<file path="src/shared/sar_adc_pkg.sv">
// Shared constants and types of the converter sequencer.
package sar_adc_pkg;

  // ---------------------------------------------------------------------
  // Timing
  // ---------------------------------------------------------------------
  // Machine clock period in ns (100 MHz).
  localparam int CLK_PERIOD_NS = 10;
  // Least sampling time in ns (2.0 us).
  localparam int SAMPLE_TIME_NS = 2000;
  // Least time for a whole channel, sampling included, in ns (6.12 us).
  localparam int CONV_TIME_NS = 6120;
  // Least times round up to whole cycles.
  localparam int SAMPLE_CYC_I =
    (SAMPLE_TIME_NS + CLK_PERIOD_NS - 1) / CLK_PERIOD_NS;
  localparam int CONV_CYC_I =
    (CONV_TIME_NS + CLK_PERIOD_NS - 1) / CLK_PERIOD_NS;
  // Full resolution in bits and the reduced one.
  localparam int RES_HI_BITS = 10;
  localparam int RES_LO_BITS = 8;
  // Cycles per decided bit; ten bits fit behind the sampling phase.
  localparam int BIT_CYC_I = (CONV_CYC_I - SAMPLE_CYC_I) / RES_HI_BITS;
  localparam logic [9:0] SAMPLE_CYC = SAMPLE_CYC_I[9:0];
  localparam logic [9:0] CONV_CYC   = CONV_CYC_I[9:0];
  localparam logic [5:0] BIT_CYC    = BIT_CYC_I[5:0];

  // ---------------------------------------------------------------------
  // Approximation codes
  // ---------------------------------------------------------------------
  // First trial code, the half-scale bit.
  localparam logic [9:0] SAR_MSB  = 10'h200;
  // Mask of the last decided bit at 10 and at 8 bits.
  localparam logic [9:0] LAST_HI  = 10'h001;
  localparam logic [9:0] LAST_LO  = 10'h004;
  // Reset values.
  localparam logic [9:0] CODE_RST = 10'h000;
  localparam logic [2:0] CH_RST   = 3'h0;

  // ---------------------------------------------------------------------
  // Types
  // ---------------------------------------------------------------------
  // Sequencer states, one-hot.
  typedef enum logic [3:0] {
    ST_IDLE  = 4'b0001,
    ST_SAMP  = 4'b0010,
    ST_CONV  = 4'b0100,
    ST_PAUSE = 4'b1000
  } seq_state_t;

  // Channel stepping modes.
  typedef enum logic [1:0] {
    MODE_SINGLE = 2'h0,
    MODE_CONT   = 2'h1,
    MODE_PAUSE  = 2'h2
  } conv_mode_t;

  // Start sources.
  typedef enum logic [1:0] {
    TRIG_SOFT  = 2'h0,
    TRIG_TIMER = 2'h1,
    TRIG_EXT   = 2'h2
  } trig_src_t;

  // Software configuration, held steady while converting.
  typedef struct packed {
    conv_mode_t mode;
    trig_src_t  trig_sel;
    logic [2:0] start_ch;
    logic [2:0] end_ch;
    logic       res10;
    logic       int_en;
    logic       xfer_en;
  } adc_cfg_t;

endpackage : sar_adc_pkg

</file>
<file path="src/design/sar_bit_engine.sv">
// Successive-approximation register that decides one bit per step.
`timescale 1ns/100ps
`default_nettype none
module sar_bit_engine
  import sar_adc_pkg::*;
(
  // Clock and reset.
  input  wire logic       clk,
  input  wire logic       rstn,
  // Control from the sequencer.
  input  wire logic       load,
  input  wire logic       step,
  input  wire logic       res10,
  // Comparator, high when the held input is at or above the trial code.
  input  wire logic       cmp_hi,
  // Trial code driving the converter's reference.
  output logic [9:0]      trial,
  output logic            fin
);

  // ---------------------------------------------------------------------
  // State
  // ---------------------------------------------------------------------
  typedef struct packed {
    logic [9:0] trial;  // Current trial code.
    logic [9:0] mask;   // Bit under decision.
    logic       fin;    // All bits decided.
  } sar_st_t;

  sar_st_t s_r;   // Registered state.
  sar_st_t s_nxt; // Next state.

  // Each step before fin keeps or drops the bit under test, then tries the next one unless it was the last.
  always_comb
  begin
    s_nxt = s_r;
    if (load)
    begin
      s_nxt.trial = SAR_MSB;
      s_nxt.mask  = SAR_MSB;
      s_nxt.fin   = 1'b0;
    end
    else if (step && !s_r.fin)
    begin
      // A low comparator means the trial overshot the input.
      if (!cmp_hi)
        s_nxt.trial = s_r.trial & ~s_r.mask;
      s_nxt.mask = s_r.mask >> 1;
      // The 8-bit setting stops two bits early.
      if (s_r.mask == (res10 ? LAST_HI : LAST_LO))
        s_nxt.fin = 1'b1;
      else
        s_nxt.trial = s_nxt.trial | (s_r.mask >> 1);
    end
  end

  // State register.
  always_ff @(posedge clk or negedge rstn)
  begin
    if (!rstn)
      s_r <= '0;
    else
      s_r <= s_nxt;
  end

  assign trial = s_r.trial;
  assign fin   = s_r.fin;
endmodule : sar_bit_engine
`default_nettype wire

</file>
<file path="src/design/sar_adc_sequencer.sv">
// Channel sequencer and conversion timing of the 8/10-bit converter.
//
// Contract
// - Result width is 8 or 10 bits.
// - Any of eight input channels is selectable.
// - A channel takes at least 6.12 us.
// - Sampling lasts at least 2.0 us.
// - Bits decided by successive approximation.
// - Stored result may raise an enabled interrupt.
// - That interrupt may start the transfer service.
// - Start by software, timer or external fall.
// - Single mode halts after the end channel.
// - Continuous mode wraps to the start channel.
// - Pausing mode stops after every channel.
`timescale 1ns/100ps
`default_nettype none
module sar_adc_sequencer
(
  // Clock and reset.
  input  wire logic                  clk,
  input  wire logic                  rstn,
  // Configuration.
  input  wire sar_adc_pkg::adc_cfg_t cfg,
  // Start sources and control strobes.
  input  wire logic                  soft_trig,
  input  wire logic                  timer_trig,
  input  wire logic                  ext_trig,
  input  wire logic                  stop_req,
  input  wire logic                  clr_done,
  // Analog front end.
  input  wire logic                  cmp_hi,
  output logic [2:0]                 chan_sel,
  output logic                       sample_en,
  output logic [9:0]                 dac_code,
  // Results and events.
  output logic [9:0]                 result,
  output logic [2:0]                 result_ch,
  output logic                       done_flag,
  output logic                       irq_req,
  output logic                       xfer_req,
  output logic                       busy
);
  import sar_adc_pkg::*;

  // ---------------------------------------------------------------------
  // State
  // ---------------------------------------------------------------------
  typedef struct packed {
    seq_state_t st;        // Sequencer state.
    logic [2:0] ch;        // Channel being or next to be converted.
    logic [9:0] cnt;       // Cycles since the channel started.
    logic [5:0] btmr;      // Cycles within the current bit.
    logic [9:0] result;    // Last stored result.
    logic [2:0] result_ch; // Channel of the last result.
    logic       done;      // Sticky result-stored flag.
    logic       irq;       // Interrupt request.
    logic       xfer;      // Transfer service start pulse.
    logic       busy;      // A sequence is active.
    logic       samp;      // Sample switch closed.
    logic       ext_prev;  // Previous external trigger level.
  } seq_st_t;

  seq_st_t    s_r;   // Registered state.
  seq_st_t    s_nxt; // Next state.
  logic       load;  // Arms the approximation register.
  logic       step;  // Decides one bit.
  logic       store; // Result is taken this cycle.
  logic       trig;  // Selected start source fired.
  logic [9:0] trial; // Code under trial.
  logic       fin;   // All bits decided.

  // ---------------------------------------------------------------------
  // Helpers
  // ---------------------------------------------------------------------
  // Picks the one start source that software selected.
  function automatic logic trig_pick(input trig_src_t sel,
                                     input logic sw, input logic tm,
                                     input logic ef);
    case (sel)
      TRIG_SOFT:  trig_pick = sw;
      TRIG_TIMER: trig_pick = tm;
      TRIG_EXT:   trig_pick = ef;
      default:    trig_pick = 1'b0;
    endcase
  endfunction : trig_pick
  // Next channel in the sequence, wrapping at the end channel.
  function automatic logic [2:0] ch_next(input logic [2:0] ch,
                                         input logic [2:0] first,
                                         input logic [2:0] last);
    ch_next = (ch == last) ? first : ch + 3'h1;
  endfunction : ch_next

  // ---------------------------------------------------------------------
  // Approximation register
  // ---------------------------------------------------------------------
  sar_bit_engine u_sar (
    .clk    (clk),
    .rstn   (rstn),
    .load   (load),
    .step   (step),
    .res10  (cfg.res10),
    .cmp_hi (cmp_hi),
    .trial  (trial),
    .fin    (fin)
  );

  // ---------------------------------------------------------------------
  // Sequencer
  // ---------------------------------------------------------------------
  // The external source counts only on a high-to-low step.
  assign trig = trig_pick(cfg.trig_sel, soft_trig, timer_trig,
                          s_r.ext_prev & ~ext_trig);
  // One pass through here per cycle; a stop request beats every state change, but a store in the same cycle still lands.
  always_comb
  begin
    s_nxt          = s_r;
    s_nxt.xfer     = 1'b0;
    s_nxt.ext_prev = ext_trig;
    load           = 1'b0;
    step           = 1'b0;
    store          = 1'b0;
    // Software clear first, so a store in the same cycle wins.
    if (clr_done)
      s_nxt.done = 1'b0;
    case (s_r.st)
      ST_IDLE:
      begin
        // A fresh sequence begins at the start channel.
        if (trig)
        begin
          s_nxt.ch = cfg.start_ch;
          load     = 1'b1;
        end
      end
      ST_PAUSE:
      begin
        // Resume with the channel already advanced to.
        if (trig)
          load = 1'b1;
      end
      ST_SAMP:
      begin
        s_nxt.cnt = s_r.cnt + 10'h001;
        // Hold the switch closed for the full sampling time.
        if (s_r.cnt == SAMPLE_CYC - 10'h001)
        begin
          s_nxt.st   = ST_CONV;
          s_nxt.samp = 1'b0;
        end
      end
      ST_CONV:
      begin
        s_nxt.cnt  = s_r.cnt + 10'h001;
        s_nxt.btmr = s_r.btmr + 6'h01;
        // Each bit gets its settling time before it is decided.
        if (s_r.btmr == BIT_CYC - 6'h01)
        begin
          s_nxt.btmr = 6'h00;
          step       = !fin;
        end
        // The channel ends only when its least time is up.
        if (s_r.cnt == CONV_CYC - 10'h001)
          store = 1'b1;
      end
      default:
      begin
        s_nxt.st   = ST_IDLE;
        s_nxt.busy = 1'b0;
        s_nxt.samp = 1'b0;
      end
    endcase
    if (store)
    begin
      // Result, flag and requests land on the same edge.
      s_nxt.result    = cfg.res10 ? trial : {2'h0, trial[9:2]};
      s_nxt.result_ch = s_r.ch;
      s_nxt.done      = 1'b1;
      s_nxt.xfer      = cfg.int_en & cfg.xfer_en;
      s_nxt.ch        = ch_next(s_r.ch, cfg.start_ch, cfg.end_ch);
      case (cfg.mode)
        MODE_SINGLE:
        begin
          // The end channel finishes the pass.
          if (s_r.ch == cfg.end_ch)
          begin
            s_nxt.st   = ST_IDLE;
            s_nxt.busy = 1'b0;
          end
          else
            load = 1'b1;
        end
        MODE_CONT:   load = 1'b1;
        MODE_PAUSE:  s_nxt.st = ST_PAUSE;
        default:
        begin
          s_nxt.st   = ST_IDLE;
          s_nxt.busy = 1'b0;
        end
      endcase
    end
    // Every channel start resets the timers and closes the switch.
    if (load)
    begin
      s_nxt.st   = ST_SAMP;
      s_nxt.cnt  = 10'h000;
      s_nxt.btmr = 6'h00;
      s_nxt.samp = 1'b1;
      s_nxt.busy = 1'b1;
    end
    if (stop_req)
    begin
      s_nxt.st   = ST_IDLE;
      s_nxt.samp = 1'b0;
      s_nxt.busy = 1'b0;
    end
    // The request follows the flag, gated by the enable.
    s_nxt.irq = s_nxt.done & cfg.int_en;
  end
  // State register; the external level resets high so no false fall.
  always_ff @(posedge clk or negedge rstn)
  begin
    if (!rstn)
    begin
      s_r          <= '0;
      s_r.st       <= ST_IDLE;
      s_r.ch       <= CH_RST;
      s_r.result   <= CODE_RST;
      s_r.ext_prev <= 1'b1;
    end
    else
      s_r <= s_nxt;
  end
  // All outputs come from flip-flops.
  assign chan_sel  = s_r.ch;
  assign sample_en = s_r.samp;
  assign dac_code  = trial;
  assign result    = s_r.result;
  assign result_ch = s_r.result_ch;
  assign done_flag = s_r.done;
  assign irq_req   = s_r.irq;
  assign xfer_req  = s_r.xfer;
  assign busy      = s_r.busy;
endmodule : sar_adc_sequencer
`default_nettype wire

</file>
<file path="config.mk">
export PLATFORM = sky130hd
export DESIGN_NAME = sar_adc_sequencer
export DESIGN_NICKNAME = d
export VERILOG_FILES = /design/src/shared/sar_adc_pkg.sv /design/src/design/sar_bit_engine.sv /design/src/design/sar_adc_sequencer.sv
export SDC_FILE = /design/constraint.sdc
export NUM_CORES = 1
export LEC_CHECK = 0
export ABC_AREA = 1
export BUFFER_PORTS_ARGS = -buffer_cell sky130_fd_sc_hd__buf_4
export CORE_MARGIN = 1.5
export CORE_UTILIZATION = 61
export DETAILED_ROUTE_END_ITERATION = 8
export GPL_ROUTABILITY_DRIVEN = 1
export GPL_TIMING_DRIVEN = 0
export PLACE_DENSITY = 0.91
export SLEW_MARGIN = 15
export SYNTH_ARGS = -nofsm -noshare
export SYNTH_HDL_FRONTEND = slang
export SYNTH_SLANG_ARGS = --single-unit
</file>
<file path="constraint.sdc">
create_clock -name clk -period 4.1 [get_ports clk]
set_input_delay 0.82 -clock clk [delete_from_list [all_inputs] [get_ports clk]]
set_output_delay 0.82 -clock clk [all_outputs]
set_load 0.01 [all_outputs]
</file>
### After elaboration in Yosys (flattened, before gate mapping)

Cells that the tools add are included.

* register bits: 63
* input bits: 21
* output and inout bits: 31
* logic and storage cells: 101

* add/subtract/negate cells: 3
* equality and inequality tests: 15
* multiplexer cells: 43
* bitwise operators: 7
* reductions and logical operators: 18

Operators with widths (count)
* 10-bit 2-to-1 mux: 6
* 21-bit 2-to-1 mux: 2
* 16-bit 2-to-1 mux: 1
* 4-bit 2-to-1 mux: 4
* 1-bit 2-to-1 mux: 14
* 3-bit 2-to-1 mux: 4
* 6-bit 2-to-1 mux: 2
* 4-bit case mux with 3 select lines: 1
* 2-bit nonzero test: 6
* 10-bit by 1-bit adder with 10-bit output (second input constant): 1
* 10-bit bitwise AND: 1
* 10-bit == test: 1
* 10-bit == test (second input constant): 1
* 10-bit by 8-bit == test with 1-bit output (second input constant): 1
* 10-bit NOT: 1
* 10-bit by 9-bit OR with 10-bit output: 1
* 4-bit case mux with 2 select lines: 1
* 7-bit 2-to-1 mux: 1
* 6-bit by 1-bit adder with 6-bit output (second input constant): 1
* 6-bit == test (second input constant): 1
* 2-bit 2-to-1 mux: 3
* 1-bit case mux with 2 select lines: 3
* 2-bit AND reduction: 3
* 2-bit OR reduction: 3
* other kinds (18): 23

### Depth between registers and ports, before layout

* depth after elaboration: 13
* gate-level depth with buffers: 12
* depth with buffers taken out: 12

### Hierarchy

Synthesis repeated with hierarchy kept, for this count alone.

* cell total of the unflattened synthesis: 411
* area, all modules: 3433.3 um^2

Modules (own cells, without submodules)
* sar_adc_sequencer: instances 1, cells an instance 301, area an instance 2439.8 um^2
* sar_bit_engine: instances 1, cells an instance 110, area an instance 993.5 um^2

### Worst setup path after synthesis

Ideal clock, no wire load.

* kind: input-to-reg
* start point: in cfg[4] (netlist name)
* end point: reg s_r (netlist bit sample_en)
* library setup time: 0.120 ns
* arrival time: 1.750 ns
* data required time: 3.980 ns
* path slack: 2.231 ns
* stages: 9
* path buffers: 1
* cell sequence: xnor2_1 nand3_1 nand2_1 nand2_1 nand2_2 nand2_4 buf_6 o21ai_0 inv_1

* longest elaborated chain between the ends: 6
* elaborated cells between the ends (all ways): 9
* classes of those cells: eq/ne (3); mux (5); reduce/logical (1)

Ends and longest elaborated chain
* from (decl): RTL line sar_adc_sequencer.sv:23 `input wire sar_adc_pkg::adc_cfg_t cfg,`
* 3-bit == test (*): RTL line sar_adc_sequencer.sv:184 `if (s_r.ch == cfg.end_ch)`
* 1-bit 2-to-1 mux (*): RTL line sar_adc_sequencer.sv:184
* 1-bit case mux with 2 select lines (*): RTL line sar_adc_sequencer.sv:180 `case (cfg.mode)`
* 1-bit 2-to-1 mux (*): RTL line sar_adc_sequencer.sv:172 `if (store)`
* 4-bit inequality test (no line) (tied with other cells)
* 2-bit AND reduction (no line) or 2-bit 2-to-1 mux (tied branches)
* to (signal assigned): RTL line sar_adc_sequencer.sv:231 `s_r <= s_nxt;`
* to (decl): RTL line sar_adc_sequencer.sv:63 `seq_st_t s_r;`

Every way passes the cells marked *; elsewhere a longest branch is shown, timed or not.
A chain may end at the register's enable or synchronous reset.

### Worst setup path in the final report

* start point: in cfg[4] (netlist name)
* end point: reg s_r[24] (netlist name)

* longest elaborated chain between the ends: 5
* elaborated cells between the ends (all ways): 6
* classes of those cells: eq/ne (1); mux (4); reduce/logical (1)

Ends and longest elaborated chain (RTL line)
* 3-bit == test (*): sar_adc_sequencer.sv:184
* 1-bit 2-to-1 mux (*): sar_adc_sequencer.sv:184
* 1-bit case mux with 2 select lines (*): sar_adc_sequencer.sv:180
* 1-bit 2-to-1 mux (*): sar_adc_sequencer.sv:172
* 16-bit 2-to-1 mux or 2-bit nonzero test (tied branches)

Marks and branches as above.

==> results.ini <==
[clock_tree]
htree_levels=3
cts_hold_buf=0
postCtsSetupRepairBufs=0
clockBufferDepth=2
cts_root_buffer=clkbuf_8
cts.clk_slew.worst_paths_ps=70
cts_tree=done
numClockSinks=63
cts_buffers=9
cts_resized=0
clk_latency_ps=340

[synthesis]
syn_inst=429
synth_seq_cells=63
syn-cell-area_sq_mm=0.00350
synth_edf_count=0
ys_seq_area_share_pct=45.2
synth_nets=458
synth_ff_type=dfrtp_1
async_reset_ff_share_pct=100
ys_types=37
yosysWarnings=0
syn_avg_cell_area_sq_um=8.15

[power_and_ir_drop]
peakVddDrop_uv=226
leakagePower_nw=2.21
p_total_mw=1.43
power.density_mw_per_mm2=343

[layout]
area_delta_synth_final_pct=19.4
n_fill_cell=370
layout_commonest_cell=nand2_1
final_cells=567
final_cell_mix=125 x nand2_1, 77 x buf_4, 61 x dfrtp_1, 41 x inv_1, 35 x nor2_1
drive_above_1_share_pct=24.2
fin_area_sq_mm=0.00417
nets=519
num_antenna_cells=0

[placed_design]
numPortBuffers=50
place_inst=551
gp_congestion=0.875
hpwl_um=5350
dpl_cell_area_sq_mm=0.00396

[grt]
first_global_vias=2956
grt_max_degree=64
grt-ovfl-total=0
grt_pass1_wl_um=13000
grt_usage_pct=26.9
grt_antenna_before_repair=0

[routing]
drc_errors=0
vias_per_cell=5.31
num_vias=3009
postRouteAntennaNets=0
wl_um=7550
wl_per_cell_um=13.3
dr.first_iter.drc_count=244
drtPass1Iterations=5

[critical_path]
cp.required_ps=4380
worstSetupEndpointType=register
reg2reg_from=s_r[39]
cp_max_fo=7
crit-reg2reg-capture=s_r[24]
rrSetupSlack_ps=2230
worstSetupPathType=input pin to register
arrival_ps=2230
reg2reg_depth=11
start_kind=input pin

[worst_hold_path]
hp-start=result[5]
min_path_cells=2
hold_class=register to register
hold_end=result[5]

[timing]
finalCritPeriodShare_pct=47.8
hold_viol_final=0
max_slew.worst_pin.slew_ps=787
hold_ws_ps=491
fmax_mhz=511
fin_tns_setup_ps=0
min_period_ps=1960
skew_ps=5.18
finalMaxSlewViolations=0
rsz0062_at_grt=no
relSlewSlack_pct=47.6
setup_viol=0

[floorplan]
start_util_pct=63.5
die_w_um=78.7
die_y_um=78.7
row_count=27
dieArea_sq_mm=0.00619
io_pins=52
core-area_sq_mm=0.00551

[job]
max_cap_violations=0

[status]
status=complete, no violations

metal layers:
layer / wire [um] / global-route usage, % / part of all wire [%] / up-vias
met5: 0 / 0 / 0 / -
met4: 121 / 12.3 / 1.6 / 0
met3: 396 / 4.94 / 5.2 / 11
met2: 3760 / 46.1 / 50 / 106
met1: 3270 / 33.0 / 43 / 1425
li1: - / - / - / 1467
cells in the mapped netlist (all sizes together), types with 2 or more instances:
cell type | count | share of area, %
inv | 43 | 4.6
nor3 | 10 | 1.9
nor2 | 39 | 4.9
nand2 | 129 | 14
nor3b | 2 | 0.43
o211ai | 2 | 0.43
mux2i | 7 | 2.0
dfrtp | 61 | 44
a21oi | 14 | 2.1
dfstp | 2 | 1.5
xnor2 | 4 | 1.0
o21ai | 20 | 2.9
nand4 | 4 | 0.72
xor2 | 5 | 1.3
ha | 8 | 2.9
nand3 | 37 | 6.1
a21boi | 3 | 0.64
buf | 33 | 7.4
flip-flops by register name (all words and copies together), names as in the netlist, 3 cells and up:
name / count
chan_sel: 3
result: 10
result_ch: 3
s_r: 21
u_sar.s_r: 10
u_sar.trial: 10
metrics by stage:
| step | setup slack [ps] | utilization, % |
|---|---|---|
| floorplan | 2230 | - |
| global placement | 1910 | 71.9 |
| detailed placement | 1870 | 71.9 |
| CTS | 2170 | 75.8 |
| global route | 1950 | 75.8 |
| finish | 2140 | 75.8 |
worst max-delay path, cell delays in order:
cell and delay (ps):
buf_4 110, xnor2_1 160, nand3_1 230, nand2_1 180, nand2_1 80, nand2_2 80
nand2_4 70, nor2_1 290, nand2_1 120, nand2_1 100
power breakdown:
part           leakage [nW]  switching, mW  total [mW]  internal, mW
Clock                 0.102          0.239       0.579         0.340
Combinational          1.31          0.111       0.195        0.0834
Sequential            0.802         0.0179       0.657         0.639
how the worst max path moves through the flow:
stage	from	endpoint	slack, ps
after floorplan	cfg[4]	sample_en	2230
after global placement	cfg[4]	u_sar.s_r[6]	1910
after detailed placement	cfg[5]	s_r[24]	1870
after CTS	cfg[5]	s_r[24]	2170
after global routing	cfg[5]	s_r[24]	1950
final	cfg[4]	s_r[24]	2140
kinds of logic (layout without fill, tap and decap cells):
family / after synthesis / in the layout / share of synthesized area (%)
AO/OA/AOI/OAI: 42 / 42 / 6.69
XOR/XNOR: 9 / 9 / 2.25
adder cells (fa/ha/maj): 8 / 8 / 2.86
buffers and inverters: 78 / 144 / 12.4
flip-flops: 63 / 63 / 45.2
multiplexers: 7 / 7 / 2.00
AND/OR/NAND/NOR: 222 / 222 / 28.6
cell type report:
type	instances	area (sq um)	area share (%)
clock inverters	6	85.1	2.04
repair buffers	50	375	8.99
clock buffers	10	128	3.06
well taps	72	90.1	2.16
inverters	44	170	4.08
flip-flops and latches	63	1580	37.8
multi-input cells	288	1480	35.6
plain buffers	34	263	6.29
(Power assumes the default switching activity.)
